$ cat src/rtl/cpc_pkg.sv
// Shared constants of the capture/compare/PWM control block.
`default_nettype none
package cpc_pkg;
  // ==========================================================
  // Sizes
  localparam int unsigned NUM_UNITS = 2;
  localparam int unsigned NUM_GENS = 2;
  localparam int unsigned NUM_TMR = 3;
  localparam int unsigned PWM_W = 10;
  localparam int unsigned UNIT_STRIDE = 16;
  localparam int unsigned NUM_SRC = 5;
  // ==========================================================
  // Register offsets (byte addresses, one word each)
  localparam logic [7:0] OFS_CTRL = 8'h00;
  localparam logic [7:0] OFS_CAPSRC = 8'h04;
  localparam logic [7:0] OFS_DLO = 8'h08;
  localparam logic [7:0] OFS_DHI = 8'h0c;
  localparam logic [7:0] OFS_TMRS = 8'h20;
  localparam logic [7:0] OFS_OUTCFG = 8'h24;
  localparam logic [7:0] OFS_GEN_A = 8'h28;
  localparam logic [7:0] OFS_GEN_B = 8'h2c;
  // ==========================================================
  // Field positions
  localparam int unsigned CTRL_EN_BIT = 7;
  localparam int unsigned CTRL_OUT_BIT = 5;
  localparam int unsigned CTRL_FMT_BIT = 4;
  localparam int unsigned GEN_EN_BIT = 15;
  // ==========================================================
  // Reset values
  localparam logic [7:0] CTRL_RST = 8'h00;
  localparam logic [7:0] TMRS_RST = 8'h55;
  localparam logic [1:0] CAPSRC_RST = 2'h0;
  localparam logic [1:0] OUTCFG_RST = 2'h0;
  localparam logic [15:0] DATA_RST = 16'h0000;
  // ==========================================================
  // Mode codes
  localparam logic [3:0] MODE_OFF = 4'h0;
  localparam logic [3:0] MODE_TOG_CLR = 4'h1;
  localparam logic [3:0] MODE_TOG = 4'h2;
  localparam logic [3:0] MODE_CAP_ANY = 4'h3;
  localparam logic [3:0] MODE_CAP_FALL = 4'h4;
  localparam logic [3:0] MODE_CAP_RISE = 4'h5;
  localparam logic [3:0] MODE_CAP_4 = 4'h6;
  localparam logic [3:0] MODE_CAP_16 = 4'h7;
  localparam logic [3:0] MODE_SET = 4'h8;
  localparam logic [3:0] MODE_CLR = 4'h9;
  localparam logic [3:0] MODE_PULSE = 4'ha;
  localparam logic [3:0] MODE_PULSE_CLR = 4'hb;
  localparam logic [1:0] MODE_PWM_TOP = 2'h3;
  localparam logic [3:0] PRESC_4_LAST = 4'h3;
  localparam logic [3:0] PRESC_16_LAST = 4'hf;
  // ==========================================================
  // Capture sources and timer selection
  localparam logic [1:0] CTS_PIN = 2'h0;
  localparam logic [1:0] CTS_CMP_A = 2'h1;
  localparam logic [1:0] CTS_CMP_B = 2'h2;
  localparam logic [1:0] CTS_PIN_CHG = 2'h3;
  localparam logic [1:0] TSEL_NONE = 2'h0;
endpackage
`default_nettype wire

$ cat src/rtl/cpc_pwm.sv
// Pulse-width generator driven by an external narrow timer count.
`default_nettype none
module cpc_pwm #(
  parameter int unsigned WIDTH = 10
) (
  // Clock and reset
  input wire logic hclk,
  input wire logic hresetn,
  // Control
  input wire logic run,
  input wire logic [WIDTH-1:0] width,
  // Timer
  input wire logic [WIDTH-1:0] cnt,
  input wire logic period_start,
  // Output
  output logic level_ff
);
  logic [WIDTH-1:0] width_ff;

  if (WIDTH < 2) begin : g_chk
    $error("cpc_pwm needs WIDTH of at least two");
  end

  // Width is taken at a period start or while stopped, so a running duty change never glitches.
  always_ff @(posedge hclk or negedge hresetn) begin
    if (!hresetn) begin
      width_ff <= '0;
    end else if (period_start || !run) begin
      width_ff <= width;
    end
  end

  always_ff @(posedge hclk or negedge hresetn) begin
    if (!hresetn) begin
      level_ff <= 1'b0;
    end else begin
      level_ff <= run && (cnt < width_ff);
    end
  end
endmodule // cpc_pwm
`default_nettype wire

$ cat src/rtl/cpc_sync.sv
// Two-flop synchroniser for a group of asynchronous inputs.
`default_nettype none
module cpc_sync #(
  parameter int unsigned WIDTH = 1
) (
  // Clock and reset
  input wire logic hclk,
  input wire logic hresetn,
  // Data
  input wire logic [WIDTH-1:0] async_in,
  output logic [WIDTH-1:0] sync_out
);
  logic [WIDTH-1:0] meta_ff;

  if (WIDTH < 1) begin : g_chk
    $error("cpc_sync needs WIDTH of at least one");
  end

  always_ff @(posedge hclk or negedge hresetn) begin
    if (!hresetn) begin
      meta_ff <= '0;
      sync_out <= '0;
    end else begin
      meta_ff <= async_in;
      sync_out <= meta_ff;
    end
  end
endmodule // cpc_sync
`default_nettype wire

$ cat src/rtl/cpc_top.sv
// Capture/compare/PWM control: two units, two PWM generators, AHB-Lite registers.
// Contract
// - A unit runs only while its enable bit is one.
// - The control register shows the live output level, read-only.
// - In PWM the format bit picks left or right alignment; otherwise ignored.
// - Set and clear compare levels hold until mode is zeroed or disabled.
// - Capture on any edge, falling, rising, fourth or sixteenth rising edge.
// - Compare match toggles output; one code also clears the selected timer.
// - Compare match pulses output; one code also clears the selected timer.
// - Every capture, match or PWM period sets the unit flag.
// - Unit timer select picks timer pair one, two or three.
// - Timer selection also holds selects for two PWM generators.
// - Every timer select resets to the first timer pair.
// - All units may run at once and share one timer.
// - Capture source is remapped pin, comparator A, comparator B or pin change.
// - Capture loads the selected wide timer value into the data pair.
// - Compare checks the data pair against the selected wide timer.
// - Right alignment takes width from low byte and two high-byte bits.
// - Left alignment takes width from high byte and top two low bits.
// - Output modes offer open-drain drive instead of push-pull.
// - Unused capture-source and control bits read as zero.
`default_nettype none
module cpc_top (
  // Clock and reset
  input wire logic hclk,
  input wire logic hresetn,
  // AHB-Lite slave
  input wire logic hsel,
  input wire logic [31:0] haddr,
  input wire logic [1:0] htrans,
  input wire logic hwrite,
  input wire logic [2:0] hsize,
  input wire logic [31:0] hwdata,
  input wire logic hready,
  output logic [31:0] hrdata,
  output logic hreadyout,
  output logic hresp,
  // Timers
  input wire logic [47:0] wide_timer_val,
  output logic [2:0] wide_timer_clear,
  input wire logic [29:0] narrow_timer_cnt,
  input wire logic [2:0] narrow_timer_period,
  // Capture sources
  input wire logic [1:0] input_remap_pin,
  input wire logic comparator_a_result,
  input wire logic comparator_b_result,
  input wire logic pin_change_signal,
  // Outputs
  output logic [1:0] unit_out,
  output logic [1:0] unit_out_oe,
  output logic [1:0] pwm_gen_out,
  output logic [1:0] unit_flag_set
);
  localparam int unsigned NU = cpc_pkg::NUM_UNITS;
  localparam int unsigned PW = cpc_pkg::PWM_W;

  // ==========================================================
  // Timer pickers
  function automatic logic [15:0] pick_wide(logic [1:0] s, logic [47:0] v);
    unique case (s)
      2'h1: pick_wide = v[15:0];
      2'h2: pick_wide = v[31:16];
      2'h3: pick_wide = v[47:32];
      default: pick_wide = 16'h0000;
    endcase
  endfunction

  function automatic logic [9:0] pick_narrow(logic [1:0] s, logic [29:0] v);
    unique case (s)
      2'h1: pick_narrow = v[9:0];
      2'h2: pick_narrow = v[19:10];
      2'h3: pick_narrow = v[29:20];
      default: pick_narrow = 10'h000;
    endcase
  endfunction

  function automatic logic pick_bit(logic [1:0] s, logic [2:0] v);
    unique case (s)
      2'h1: pick_bit = v[0];
      2'h2: pick_bit = v[1];
      2'h3: pick_bit = v[2];
      default: pick_bit = 1'b0;
    endcase
  endfunction

  // ==========================================================
  // Bus slave
  logic wr_pend_ff;
  logic [7:0] wr_addr_ff;
  logic [7:0] tmrs_ff;
  logic [1:0] outcfg_ff;
  logic [15:0] gen_reg_ff [2];
  logic [7:0] ctrl_ff [NU];
  logic [1:0] capsrc_ff [NU];
  logic [15:0] data_ff [NU];
  logic [31:0] nxt_rdata;
  logic acc;

  assign acc = hsel && htrans[1] && hready;

  // Zero-wait slave: every transfer completes in one data-phase cycle.
  always_ff @(posedge hclk or negedge hresetn) begin
    if (!hresetn) begin
      wr_pend_ff <= 1'b0;
      wr_addr_ff <= 8'h00;
      hreadyout <= 1'b0;
      hresp <= 1'b0;
    end else begin
      wr_pend_ff <= acc && hwrite;
      wr_addr_ff <= haddr[7:0];
      hreadyout <= 1'b1;
      hresp <= 1'b0;
    end
  end

  // Read data is taken at the address phase, so a read placed directly
  // behind a write to the same register sees the old value.
  always_comb begin
    nxt_rdata = 32'h0000_0000;
    for (int i = 0; i < NU; i++) begin
      if (haddr[7:0] == 8'(i * cpc_pkg::UNIT_STRIDE) + cpc_pkg::OFS_CTRL) begin
        nxt_rdata[7:0] = ctrl_ff[i];
        nxt_rdata[cpc_pkg::CTRL_OUT_BIT] = unit_out[i];
      end
      if (haddr[7:0] == 8'(i * cpc_pkg::UNIT_STRIDE) + cpc_pkg::OFS_CAPSRC) begin
        nxt_rdata[1:0] = capsrc_ff[i];
      end
      if (haddr[7:0] == 8'(i * cpc_pkg::UNIT_STRIDE) + cpc_pkg::OFS_DLO) begin
        nxt_rdata[7:0] = data_ff[i][7:0];
      end
      if (haddr[7:0] == 8'(i * cpc_pkg::UNIT_STRIDE) + cpc_pkg::OFS_DHI) begin
        nxt_rdata[7:0] = data_ff[i][15:8];
      end
    end
    if (haddr[7:0] == cpc_pkg::OFS_TMRS) begin
      nxt_rdata[7:0] = tmrs_ff;
    end
    if (haddr[7:0] == cpc_pkg::OFS_OUTCFG) begin
      nxt_rdata[1:0] = outcfg_ff;
    end
    if (haddr[7:0] == cpc_pkg::OFS_GEN_A) begin
      nxt_rdata[15:0] = gen_reg_ff[0];
    end
    if (haddr[7:0] == cpc_pkg::OFS_GEN_B) begin
      nxt_rdata[15:0] = gen_reg_ff[1];
    end
  end

  always_ff @(posedge hclk or negedge hresetn) begin
    if (!hresetn) begin
      hrdata <= 32'h0000_0000;
    end else if (acc && !hwrite) begin
      hrdata <= nxt_rdata;
    end
  end

  // ==========================================================
  // Shared registers
  always_ff @(posedge hclk or negedge hresetn) begin
    if (!hresetn) begin
      tmrs_ff <= cpc_pkg::TMRS_RST;
      outcfg_ff <= cpc_pkg::OUTCFG_RST;
      gen_reg_ff[0] <= 16'h0000;
      gen_reg_ff[1] <= 16'h0000;
    end else if (wr_pend_ff) begin
      if (wr_addr_ff == cpc_pkg::OFS_TMRS) tmrs_ff <= hwdata[7:0];
      if (wr_addr_ff == cpc_pkg::OFS_OUTCFG) outcfg_ff <= hwdata[1:0];
      if (wr_addr_ff == cpc_pkg::OFS_GEN_A) gen_reg_ff[0] <= {hwdata[15], 5'h00, hwdata[9:0]};
      if (wr_addr_ff == cpc_pkg::OFS_GEN_B) gen_reg_ff[1] <= {hwdata[15], 5'h00, hwdata[9:0]};
    end
  end

  // ==========================================================
  // Input synchronisers
  logic [4:0] syn;

  cpc_sync #(.WIDTH(cpc_pkg::NUM_SRC)) u_sync (
    .hclk(hclk),
    .hresetn(hresetn),
    .async_in({pin_change_signal, comparator_b_result, comparator_a_result, input_remap_pin}),
    .sync_out(syn)
  );

  // ==========================================================
  // PWM engines: two unit engines then two generators
  logic pwm_run [4];
  logic [PW-1:0] pwm_width [4];
  logic [PW-1:0] pwm_cnt [4];
  logic pwm_per [4];
  logic pwm_lvl [4];

  for (genvar p = 0; p < 4; p++) begin : g_pwm
    cpc_pwm #(.WIDTH(PW)) u_pwm (
      .hclk(hclk),
      .hresetn(hresetn),
      .run(pwm_run[p]),
      .width(pwm_width[p]),
      .cnt(pwm_cnt[p]),
      .period_start(pwm_per[p]),
      .level_ff(pwm_lvl[p])
    );
  end

  for (genvar g = 0; g < cpc_pkg::NUM_GENS; g++) begin : g_gen
    logic [1:0] gsel;
    assign gsel = tmrs_ff[5 + 2 * g -: 2];
    assign pwm_run[2 + g] = gen_reg_ff[g][cpc_pkg::GEN_EN_BIT] && (gsel != cpc_pkg::TSEL_NONE);
    assign pwm_width[2 + g] = gen_reg_ff[g][PW-1:0];
    assign pwm_cnt[2 + g] = pick_narrow(gsel, narrow_timer_cnt);
    assign pwm_per[2 + g] = pick_bit(gsel, narrow_timer_period);
    always_ff @(posedge hclk or negedge hresetn) begin
      if (!hresetn) pwm_gen_out[g] <= 1'b0;
      else pwm_gen_out[g] <= pwm_lvl[2 + g];
    end
  end

  // ==========================================================
  // Units
  logic [1:0] tsel [NU];
  logic clr_req [NU];
  logic cap_evt [NU];
  logic match_evt [NU];
  logic [3:0] presc_ff [NU];

  for (genvar u = 0; u < NU; u++) begin : g_unit
    localparam logic [7:0] BASE = 8'(u * cpc_pkg::UNIT_STRIDE);
    logic en, active, is_pwm, is_cap, is_cmp, tok, src, src_prev_ff, rise, fall;
    logic match, match_prev_ff, nxt_out;
    logic [3:0] mode;
    logic [15:0] wide;

    assign tsel[u] = tmrs_ff[2 * u + 1 -: 2];
    assign tok = tsel[u] != cpc_pkg::TSEL_NONE;
    assign wide = pick_wide(tsel[u], wide_timer_val);
    assign en = ctrl_ff[u][cpc_pkg::CTRL_EN_BIT];
    assign mode = ctrl_ff[u][3:0];
    assign active = en && (mode != cpc_pkg::MODE_OFF);
    assign is_pwm = active && (mode[3:2] == cpc_pkg::MODE_PWM_TOP);
    assign is_cap = active && (mode >= cpc_pkg::MODE_CAP_ANY) && (mode <= cpc_pkg::MODE_CAP_16);
    assign is_cmp = active && !is_pwm && !is_cap;

    always_comb begin
      unique case (capsrc_ff[u])
        cpc_pkg::CTS_PIN: src = syn[u];
        cpc_pkg::CTS_CMP_A: src = syn[2];
        cpc_pkg::CTS_CMP_B: src = syn[3];
        default: src = syn[4];
      endcase
    end
    assign rise = src && !src_prev_ff;
    assign fall = !src && src_prev_ff;

    // The prescaler is cleared only outside capture, so a prescale change
    // while capturing can give an early capture.
    always_ff @(posedge hclk or negedge hresetn) begin
      if (!hresetn) begin
        src_prev_ff <= 1'b0;
        presc_ff[u] <= 4'h0;
      end else begin
        src_prev_ff <= src;
        if (!is_cap) presc_ff[u] <= 4'h0;
        else if (rise) presc_ff[u] <= presc_ff[u] + 4'h1;
      end
    end

    always_comb begin
      cap_evt[u] = 1'b0;
      if (is_cap && tok) begin
        unique case (mode)
          cpc_pkg::MODE_CAP_ANY: cap_evt[u] = rise || fall;
          cpc_pkg::MODE_CAP_FALL: cap_evt[u] = fall;
          cpc_pkg::MODE_CAP_RISE: cap_evt[u] = rise;
          cpc_pkg::MODE_CAP_4: cap_evt[u] = rise && (presc_ff[u][1:0] == cpc_pkg::PRESC_4_LAST[1:0]);
          default: cap_evt[u] = rise && (presc_ff[u] == cpc_pkg::PRESC_16_LAST);
        endcase
      end
    end

    assign match = is_cmp && tok && (wide == data_ff[u]);
    assign match_evt[u] = match && !match_prev_ff;
    assign clr_req[u] = match_evt[u] &&
      ((mode == cpc_pkg::MODE_TOG_CLR) || (mode == cpc_pkg::MODE_PULSE_CLR));

    always_ff @(posedge hclk or negedge hresetn) begin
      if (!hresetn) match_prev_ff <= 1'b0;
      else match_prev_ff <= match;
    end

    // Control, source select and data pair; capture beats a bus write.
    always_ff @(posedge hclk or negedge hresetn) begin
      if (!hresetn) begin
        ctrl_ff[u] <= cpc_pkg::CTRL_RST;
        capsrc_ff[u] <= cpc_pkg::CAPSRC_RST;
        data_ff[u] <= cpc_pkg::DATA_RST;
      end else begin
        if (wr_pend_ff && wr_addr_ff == BASE + cpc_pkg::OFS_CTRL) ctrl_ff[u] <= hwdata[7:0] & 8'h9f;
        if (wr_pend_ff && wr_addr_ff == BASE + cpc_pkg::OFS_CAPSRC) capsrc_ff[u] <= hwdata[1:0];
        if (cap_evt[u]) data_ff[u] <= wide;
        else if (wr_pend_ff && wr_addr_ff == BASE + cpc_pkg::OFS_DLO) data_ff[u][7:0] <= hwdata[7:0];
        else if (wr_pend_ff && wr_addr_ff == BASE + cpc_pkg::OFS_DHI) data_ff[u][15:8] <= hwdata[7:0];
      end
    end

    // PWM width alignment
    assign pwm_run[u] = is_pwm && tok;
    assign pwm_cnt[u] = pick_narrow(tsel[u], narrow_timer_cnt);
    assign pwm_per[u] = pick_bit(tsel[u], narrow_timer_period);
    assign pwm_width[u] = ctrl_ff[u][cpc_pkg::CTRL_FMT_BIT] ?
      {data_ff[u][15:8], data_ff[u][7:6]} : {data_ff[u][9:8], data_ff[u][7:0]};

    // Output level
    always_comb begin
      nxt_out = unit_out[u];
      if (!active || is_cap) begin
        nxt_out = 1'b0;
      end else if (is_pwm) begin
        nxt_out = pwm_lvl[u];
      end else if (match_evt[u]) begin
        unique case (mode)
          cpc_pkg::MODE_TOG_CLR, cpc_pkg::MODE_TOG: nxt_out = !unit_out[u];
          cpc_pkg::MODE_SET: nxt_out = 1'b1;
          cpc_pkg::MODE_CLR: nxt_out = 1'b0;
          default: nxt_out = 1'b1;
        endcase
      end else if (mode == cpc_pkg::MODE_PULSE || mode == cpc_pkg::MODE_PULSE_CLR) begin
        nxt_out = 1'b0;
      end
    end

    always_ff @(posedge hclk or negedge hresetn) begin
      if (!hresetn) begin
        unit_out[u] <= 1'b0;
        unit_out_oe[u] <= 1'b0;
        unit_flag_set[u] <= 1'b0;
      end else begin
        unit_out[u] <= nxt_out;
        unit_out_oe[u] <= (is_pwm || is_cmp) && (!outcfg_ff[u] || !nxt_out);
        unit_flag_set[u] <= cap_evt[u] || match_evt[u] || (pwm_run[u] && pwm_per[u]);
      end
    end
  end

  // ==========================================================
  // Timer clear pulses
  always_ff @(posedge hclk or negedge hresetn) begin
    if (!hresetn) begin
      wide_timer_clear <= 3'h0;
    end else begin
      wide_timer_clear <= 3'h0;
      for (int i = 0; i < NU; i++) begin
        if (clr_req[i]) wide_timer_clear[tsel[i] - 2'h1] <= 1'b1;
      end
    end
  end
endmodule // cpc_top
`default_nettype wire

$ cat config.mk
export PLATFORM = sky130hd
export DESIGN_NAME = cpc_top
export DESIGN_NICKNAME = d
export VERILOG_FILES = /design/src/rtl/cpc_pkg.sv /design/src/rtl/cpc_pwm.sv /design/src/rtl/cpc_sync.sv /design/src/rtl/cpc_top.sv
export SDC_FILE = /design/constraint.sdc
export NUM_CORES = 1
export LEC_CHECK = 0
export BUFFER_PORTS_ARGS = -buffer_cell sky130_fd_sc_hd__buf_4
export CORE_MARGIN = 1.5
export CORE_UTILIZATION = 55
export DETAILED_ROUTE_END_ITERATION = 10
export PLACE_DENSITY_LB_ADDON = 0.1
export SYNTH_ARGS = -nofsm -noshare
export SYNTH_HDL_FRONTEND = slang
export SYNTH_SLANG_ARGS = --single-unit
$ cat constraint.sdc
create_clock -name hclk -period 4.4 [get_ports hclk]
set_input_delay 0.22 -clock hclk [delete_from_list [all_inputs] [get_ports hclk]]
set_output_delay 0.22 -clock hclk [all_outputs]
set_load 0.005 [all_outputs]
==> out/qor.yml, run 1 <==
power_and_ir_drop:
  power.density_nw_per_um2: 330.5
  vdd_ir_drop_max_v: 0.0002725
  p_leak_uw: 0.006097
  finalPower_uw: 4466
setup_path:
  setup.worst_path.class: "register to register"
  cp-end-kind: "register"
  crit_arrival_ns: 3.94
  crit_fanout: 30
  slowest_stage: "dfstp_2"
  path_cells: "nor2b_1, a22oi_1, a221o_1, nor3b_2, and4b_1, o211ai_1, o21ba_2"
  crit_path_max_incr_delay_ns: 0.98
  worstPathRequired_ns: 4.72
  startpoint_type: "register"
route:
  drt_iter0_drc: 962
  avgViaCountPerCell: 6.258
  first_pass_iters: 9
  via_count: 10210
  wirelength_mm: 37.88
  antenna_left: 0
  post_drt_wl_per_cell_um: 23.23
  route.detailed.drc: 0
cells_and_area:
  nNetsFinal: 1545
  final_util: 0.6468
  area_growth_syn_to_layout_pct: 15.89
  final_cell_mix: "dfrtp_1, buf_4, mux2_2, nand2_1, o21ai_0"
  drive_gt1_frac: 0.2389
  antenna_cells: 0
  layout_commonest_cell: "dfrtp_1"
sta:
  fin_crit_ns: 3.618
  whs_ns: 0.01026
  rsz0062_at_grt: "no"
  tightest_slew_ns: 1.112
  slew_viol_final: 0
  fin_skew_ns: 0.01553
  post-route-period-util: 0.8224
  setup_tns_ns: 0
  clock.fmax_mhz: 276.4
  setup_viol: 0
  final_hold_viol_count: 0
  max_slew_margin: 0.2573
clock_network:
  tritoncts: "built"
  max-clock-path-buffers: 2
  htree_num_levels: 4
  cts_buffers: 17
  path_clk_slew_ns: 0.08
  postCtsSetupBuffers: 0
  root_buffer: "clkbuf_16"
  clk_latency_ns: 0.45
  clkSinkCount: 178
synthesis:
  syn_area_um2: 11660
  ys_ff_latch: 178
  seq_area_frac_synth: 0.3825
  synth_edf_count: 0
  syn_area_per_cell_um2: 9.425
  ys.flop_type: "dfrtp_1"
  synth_cells: 1237
  ys_warn_count: 0
  ys_types: 72
  async_reset_ff_frac: 1.000
grt:
  grt_max_degree: 97
  grt_pass1_wl_mm: 58.24
  grtUsageTotal: 0.3514
  grt_remaining_overflow: 0
  antenna_found_initial: 0
  first_global_vias: 9765
die:
  core_um2: 20890
  num_rows: 53
  die_area_um2: 22080
  die_w_um: 148.6
  start_util: 0.5581
  die_h_um: 148.6
  io_pins: 205
run:
  maxCapViolCount: 0
worst_hold_path:
  hold_class: "input port to register"
placed_design:
  io_buffers: 133
  hpwl_mm: 28.30
  place_congestion: 0.9931
status:
  status: "complete, no violations"
[state kept, by name, indices dropped and copies added (netlist names), 3 cells and up]
signal,count
wr_addr_ff,8
gen_reg_ff,22
u_sync.meta_ff,5
ctrl_ff,12
g_pwm.u_pwm.width_ff,40
u_sync.sync_out,5
tmrs_ff,8
wide_timer_clear,3
presc_ff,8
capsrc_ff,4
g_pwm.u_pwm.level_ff,4
hrdata,11
data_ff,32
[stage by stage]
| stage | setup slack [ns] | std cells | instance area [um2] |
|---|---|---|---|
| 2_1_floorplan | 1.219 | 1258 | 11740 |
| 3_3_place_gp | 0.9191 | 1585 | 12760 |
| 3_5_place_dp | 0.9085 | 1585 | 12760 |
| 4_1_cts | 0.8703 | 1631 | 13510 |
| 5_1_grt | 0.7239 | 1631 | 13510 |
| 6_report | 0.7815 | 1631 | 13510 |
[timing repair]
item                                   CTS  global route
hold buffers                            14             0
endpoints found under the hold margin  105             0
resized for setup                        0             0
[cell type report]
| cell class | count | area [um2] |
|---|---|---|
| inverters | 61 | 229.0 |
| clock buffers | 17 | 425.4 |
| flip-flops and latches | 178 | 4459 |
| well taps | 275 | 344.1 |
| fillers | 1799 | 7377 |
| clock inverters | 15 | 188.9 |
| multi-input cells | 919 | 6580 |
| repair buffers | 166 | 1285 |
[power breakdown]
group	leakage (uW)	internal [uW]	switching [uW]
Combinational	0.00359	419	483
Sequential	0.00220	1770	214
Clock	0.000301	819	762
Total	0.00610	3010	1460
[layer usage]
| layer | wire (um) | global-route usage | vias to the layer above |
|---|---|---|---|
| met5 | 0 | 0 | - |
| met4 | 1683 | 0.1495 | 0 |
| met3 | 2727 | 0.05061 | 94 |
| met2 | 17020 | 0.5349 | 473 |
| met1 | 16450 | 0.5009 | 4965 |
| li1 | - | - | 4674 |
[final timing paths]
path	end	depth (start not counted)	from	slack, ns
min reg2reg	u_sync.sync_out[4]	0	u_sync.meta_ff[4]	0.35
min	gen_reg_ff[25]	2	hwdata[9]	0.01
max reg2reg	unit_out_oe[1]	7	tmrs_ff[2]	0.78
max	unit_out_oe[1]	7	tmrs_ff[2]	0.78
min in group asynchronous	g_pwm[1].u_pwm.width_ff[8]	2	hresetn	0.39
max in group asynchronous	data_ff[17]	3	hresetn	2.73
[logic make-up after synthesis]
| kind of cell | share of synthesized area |
|---|---|
| buffers and inverters | 0.06064 |
| muxes | 0.1771 |
| and+or+nand+nor | 0.1285 |
| DFF | 0.3825 |
| xor gates and xnor gates | 0.01803 |
| other | 0.0006442 |
| AOI/OAI and AO/OA | 0.1876 |
| adders and majority gates | 0.04507 |
[critical path: cells and delay by family, from the launching register on]
family	cells	cell delay, ns
flip-flops	1	0.98
AND/OR/NAND/NOR	3	1.45
AO/OA/AOI/OAI	4	1.05
[cells in the mapped netlist (9+ instances only)]
master    count  area (um2)
nor3_1       10       50.05
nor2b_1      16       100.1
a21boi_0     10       75.07
clkbuf_1     59       221.5
a22oi_1      39       292.8
o211ai_1     10       75.07
a222oi_1      9       90.09
a22o_1       20       175.2
inv_1        61       229.0
mux2i_1      69       690.7
nand3_1      18       90.09
xnor2_1      17       148.9
ha_1         42       525.5
mux2_2      118        1329
a21o_1       15       112.6
a21oi_1      56       280.3
nand2b_1     15       93.84
dfrtp_1     174        4354
buf_1        10       37.54
nand4_1       9       56.30
nor2_1       69       259.0
o22ai_1      10       62.56
nand2_1     114       427.9
a31oi_1      16       100.1
o21ai_0     106       530.5
buf_4        23       172.7
Power figures use the tool's default switching activity.
==> run 2, diff against run 1 <==
==> constraint.sdc (replaced) <==
create_clock -name hclk -period 3.8 [get_ports hclk]
set_input_delay 0.19 -clock hclk [delete_from_list [all_inputs] [get_ports hclk]]
set_output_delay 0.19 -clock hclk [all_outputs]
set_load 0.005 [all_outputs]
==> run 2 against run 1 <==
Against the previous run:
- final area grew 0.95%
- global-route usage grew 1.2 points
- core utilization grew 0.62 points
- sequential power grew 16%
- worst hold slack gained 0.0089 ns
- critical path depth grew 2
- die area is the same
- flip-flop and latch count is the same
- critical path type unchanged
==> out/qor.yml, run 2 (synthesis results as in run 1) <==
sta:
  setup_viol: 0
  fin_ws_ns: 0.3921
  rsz0062_at_grt: "no"
  setup_tns_ns: 0
  slew_viol_final: 0
  clock.fmax_mhz: 293.4
  max_slew_margin: 0.2501
  final_hold_viol_count: 0
  post-route-period-util: 0.8968
  whs_ns: 0.01911
  fin_skew_ns: 0.01404
  fin_crit_ns: 3.408
  tightest_slew_ns: 1.122
grt:
  grtUsageTotal: 0.3638
  grt_pass1_wl_mm: 59.75
  first_global_vias: 10030
  grt_remaining_overflow: 0
  grt_max_degree: 91
  antenna_found_initial: 1
clock_network:
  root_buffer: "clkbuf_16"
  path_clk_slew_ns: 0.08
  tritoncts: "built"
  cts_buffers: 17
  cts_resized: 0
  clkSinkCount: 178
  max-clock-path-buffers: 2
  clk_latency_ns: 0.44
  htree_num_levels: 4
cells_and_area:
  top_regs: "g_pwm.u_pwm.width_ff (40), data_ff (32), gen_reg_ff (22)"
  nNetsFinal: 1559
  drive_gt1_frac: 0.2438
  layout_commonest_cell: "dfrtp_1"
  fin_cells: 1645
  antenna_cells: 0
  final_cell_mix: "dfrtp_1, buf_4, mux2_2, nand2_1, o21ai_0"
  regMostFlops: "g_pwm.u_pwm.width_ff"
  area_growth_syn_to_layout_pct: 17.00
  largest_reg_flops: 40
setup_path:
  crit_arrival_ns: 3.77
  cp-end-kind: "register"
  setup.worst_path.class: "register to register"
  worstPathRequired_ns: 4.16
  rrSetupSlack_ns: 0.39
  startpoint_type: "register"
  crit_fanout: 23
worst_hold_path:
  hold_class: "input port to register"
die:
  die_h_um: 148.6
  num_rows: 53
  start_util: 0.5581
  core_um2: 20890
  die_area_um2: 22080
  io_pins: 205
  die_w_um: 148.6
placed_design:
  hpwl_mm: 29.43
  pre_cts_ws_ns: 0.5098
  dp_cells: 1595
  place_congestion: 0.9758
  io_buffers: 133
route:
  post_drt_wl_per_cell_um: 23.95
  first_pass_iters: 5
  via_count: 10380
  antenna_left: 0
  route.detailed.drc: 0
  avgViaCountPerCell: 6.309
  drt_iter0_drc: 905
  wirelength_mm: 39.39
power_and_ir_drop:
  p_comb_frac: 0.204
  clkPwrFrac: 0.355
  p_leak_uw: 0.006164
  seq_power_share: 0.440
  swShare: 0.3306
  p_int_uw: 3492
  power.density_nw_per_um2: 382.5
  finalPower_uw: 5217
  p_sw_uw: 1725
  vdd_ir_drop_max_v: 0.0003208
status:
  status: "complete, no violations"
run:
  maxCapViolCount: 0
run 2: what timing repair did:
item,in CTS,in global routing
hold buffers,18,0
hold endpoints to repair,106,0
setup buffers,0,0
run 2: stage by stage:
stage,area (um2),utilization
after floorplan,11740,-
after global placement,12840,0.6149
after detailed placement,12840,0.6149
after CTS,13640,0.6530
after global routing,13640,0.6530
final,13640,0.6530
run 2: path summary, 6_finish.rpt:
kind | from | end | cells after the start
min | htrans[1] | wr_pend_ff | 2
min reg2reg | g_pwm[2].u_pwm.level_ff | pwm_gen_out[0] | 0
min in group asynchronous | hresetn | g_pwm[1].u_pwm.width_ff[6] | 2
max reg2reg | tmrs_ff[2] | wide_timer_clear[1] | 9
max | tmrs_ff[2] | wide_timer_clear[1] | 9
max in group asynchronous | hresetn | unit_out[0] | 3
run 2: final cells by class:
| type | count | area [um2] |
|---|---|---|
| Clock buffer | 17 | 425.4 |
| Clock inverter | 15 | 190.2 |
| Fill cell | 1734 | 7248 |
| Inverter | 61 | 229.0 |
| Multi-Input combinational cell | 919 | 6580 |
| Sequential cell | 178 | 4459 |
| Tap cell | 275 | 344.1 |
| Timing Repair Buffer | 180 | 1413 |
run 2: power by group through the flow:
| stage | clock [uW] | combinational, uW | sequential, uW |
|---|---|---|---|
| 2_1_floorplan | 0 | 697 | 2170 |
| 3_3_place_gp | 0 | 1010 | 2320 |
| 3_5_place_dp | 0 | 1030 | 2320 |
| 4_1_cts | 1870 | 1050 | 2280 |
| 5_1_grt | 1940 | 1170 | 2310 |
| 6_report | 1850 | 1070 | 2300 |
run 2: critical path: stages, from the launching register on:
cell	delay (ns)
dfstp_2	0.89
buf_4	0.27
mux2i_1	0.48
o22ai_1	0.14
o21ai_0	0.21
o2111ai_1	0.17
nor3b_2	0.35
and4b_1	0.39
nand3_1	0.21
o22ai_1	0.20
run 2: per-layer routing:
metal | track usage | part of all wire | up-vias
met3 | 0.07239 | 0.085 | 103
met2 | 0.5626 | 0.45 | 510
met1 | 0.4987 | 0.42 | 5064
met5 | 0 | 0 | -
met4 | 0.1530 | 0.043 | 0
li1 | - | - | 4701
==> run 3, diff against run 2 <==
--- a/config.mk
+++ b/config.mk
@@ -6,10 +6,11 @@
 export NUM_CORES = 1
 export LEC_CHECK = 0
 export BUFFER_PORTS_ARGS = -buffer_cell sky130_fd_sc_hd__buf_4
+export CAP_MARGIN = 10
 export CORE_MARGIN = 1.5
 export CORE_UTILIZATION = 55
 export DETAILED_ROUTE_END_ITERATION = 10
-export PLACE_DENSITY_LB_ADDON = 0.1
+export PLACE_DENSITY = 0.75
 export SYNTH_ARGS = -nofsm -noshare
 export SYNTH_HDL_FRONTEND = slang
 export SYNTH_SLANG_ARGS = --single-unit
==> run 3 against run 2 <==
Against the previous run:
- core utilization shrank 0.16 points
- die area unchanged
- clock skew is 0.0028 ns lower
- final area is 0.24% lower
- sequential power hardly changed
- register-to-register slack got worse by 0.07 ns
- via count increased by 0.50%
- total power fell by 1.1%
- worst setup slack lost 0.068 ns
- critical path depth down 1
- first-iteration DRC count up 27%
- largest cell class unchanged
- highest routed layer unchanged
==> out/qor.yml, run 3 (synthesis results as in run 1) <==
status:
  status: "complete, no violations"
grt:
  grtUsageTotal: 0.3396
  grt_remaining_overflow: 0
  first_global_vias: 9903
  grt_max_degree: 80
  grt_pass1_wl_mm: 56.79
  antenna_found_initial: 0
placed_design:
  place_congestion: 1.059
  pre_cts_ws_ns: 0.4553
  hpwl_mm: 27.49
  io_buffers: 133
  place_area_um2: 12820
power_and_ir_drop:
  vdd_ir_drop_max_v: 0.0003157
  p_leak_uw: 0.006147
  power.density_nw_per_um2: 379.2
cells_and_area:
  area_growth_syn_to_layout_pct: 16.72
  largest_reg_flops: 40
  final_util: 0.6515
  top_regs: "g_pwm.u_pwm.width_ff (40), data_ff (32), gen_reg_ff (22)"
  fillers: 1772
  layout_commonest_cell: "dfrtp_1"
  drive_gt1_frac: 0.2434
  nNetsFinal: 1557
  regMostFlops: "g_pwm.u_pwm.width_ff"
  final_cell_mix: "dfrtp_1, buf_4, mux2_2, nand2_1, o21ai_0"
  antenna_cells: 0
  design_area_um2: 13610
clock_network:
  max-clock-path-buffers: 2
  path_clk_slew_ns: 0.07
  cts_buffers: 17
  postCtsSetupBuffers: 0
  htree_num_levels: 4
  root_buffer: "clkbuf_16"
  clk_latency_ns: 0.43
  clkSinkCount: 178
  tritoncts: "built"
route:
  avgViaCountPerCell: 6.348
  antenna_left: 0
  wirelength_mm: 37.08
  route.detailed.drc: 0
  first_pass_iters: 7
  via_count: 10430
  drt_iter0_drc: 1147
  post_drt_wl_per_cell_um: 22.57
sta:
  rsz0062_at_grt: "no"
  whs_ns: 0.03692
  fin_skew_ns: 0.01120
  slew_viol_final: 0
  max_slew_margin: 0.3165
  fin_ws_ns: 0.3239
  post-route-period-util: 0.9148
  final_hold_viol_count: 0
  fin_crit_ns: 3.476
  setup_tns_ns: 0
  tightest_slew_ns: 1.023
  clock.fmax_mhz: 287.7
  setup_viol: 0
setup_path:
  worstPathRequired_ns: 4.12
  crit_arrival_ns: 3.80
  timing.rr.start: "tmrs_ff[0]"
  worst-r2r-cell-count: 8
  path_cells: "nor2b_2, a22oi_1, and2_1, a2111oi_0, nand3_1, or4_4, mux2i_1, o21a_1"
  cp-end-kind: "register"
  startpoint_type: "register"
  crit_path_max_incr_delay_ns: 0.73
  crit_start: "tmrs_ff[0]"
  slowest_stage: "dfstp_2"
  crit_fanout: 16
  setup.worst_path.class: "register to register"
die:
  start_util: 0.5581
  num_rows: 53
  die_w_um: 148.6
  die_area_um2: 22080
  die_h_um: 148.6
  core_um2: 20890
  io_pins: 205
worst_hold_path:
  hold_class: "input port to register"
  hold_path_depth: 2
  min_from: "htrans[1]"
run:
  maxCapViolCount: 0
==> run 3: cell count changes in the layout (fill, tap and decap cells not counted) <==
| cell | before | now |
|---|---|---|
| clkinv_4 | 2 | 1 |
| buf_12 | 1 | 0 |
| inv_8 | 5 | 1 |
| inv_6 | 1 | 5 |
| inv_12 | 0 | 1 |
| dlygate4sd3_1 | 18 | 17 |
==> run 3: power by group <==
group | internal (uW) | switching (uW) | total [uW]
combinational | 492 | 561 | 1050
clock | 949 | 864 | 1810
sequential | 2050 | 247 | 2290
==> run 3: area by class of cell <==
cell class | instances | area [um2] | area share
sequential | 178 | 4459 | 0.3277
clock inverter | 15 | 187.7 | 0.01379
inverter | 61 | 229.0 | 0.01683
tap | 275 | 344.1 | 0.02528
clock buffer | 17 | 425.4 | 0.03126
multi-input combinational | 919 | 6580 | 0.4835
timing repair buffer | 178 | 1383 | 0.1016
==> run 3: final timing paths <==
check	slack, ns	end
hold reg to reg	0.35	u_sync.sync_out[1]
setup / recovery	0.32	unit_out_oe[0]
hold / removal	0.04	wr_pend_ff
max in group asynchronous	2.47	tmrs_ff[0]
min in group asynchronous	0.32	g_pwm[1].u_pwm.width_ff[3]
setup reg to reg	0.32	unit_out_oe[0]
==> run 3: per-stage QoR <==
step | std cells | power, uW
after global placement | 1594 | 3284
final | 1643 | 5160
after detailed placement | 1594 | 3328
after global routing | 1643 | 5346
after CTS | 1643 | 5142
after floorplan | 1258 | 2869
==> run 3: critical path, delay by kind of cell, from the launching register on <==
kind / cells / cell delay [ns]
AO/OA/AOI/OAI: 3 / 0.84
flip-flops: 1 / 0.73
multiplexers: 1 / 0.16
AND/OR/NAND/NOR: 4 / 1.62
==> run 3: what timing repair did <==
action | CTS | global route
hold buffers | 17 | 0
hold endpoints to repair | 91 | 0
resized for setup | 0 | 0
==> run 3: per-layer routing <==
metal	vias up	routed length, um	GRT usage
li1	4696	-	-
met1	5041	14820	0.4558
met2	583	17040	0.5351
met3	110	3587	0.05982
met4	0	1631	0.1604
met5	-	0	0
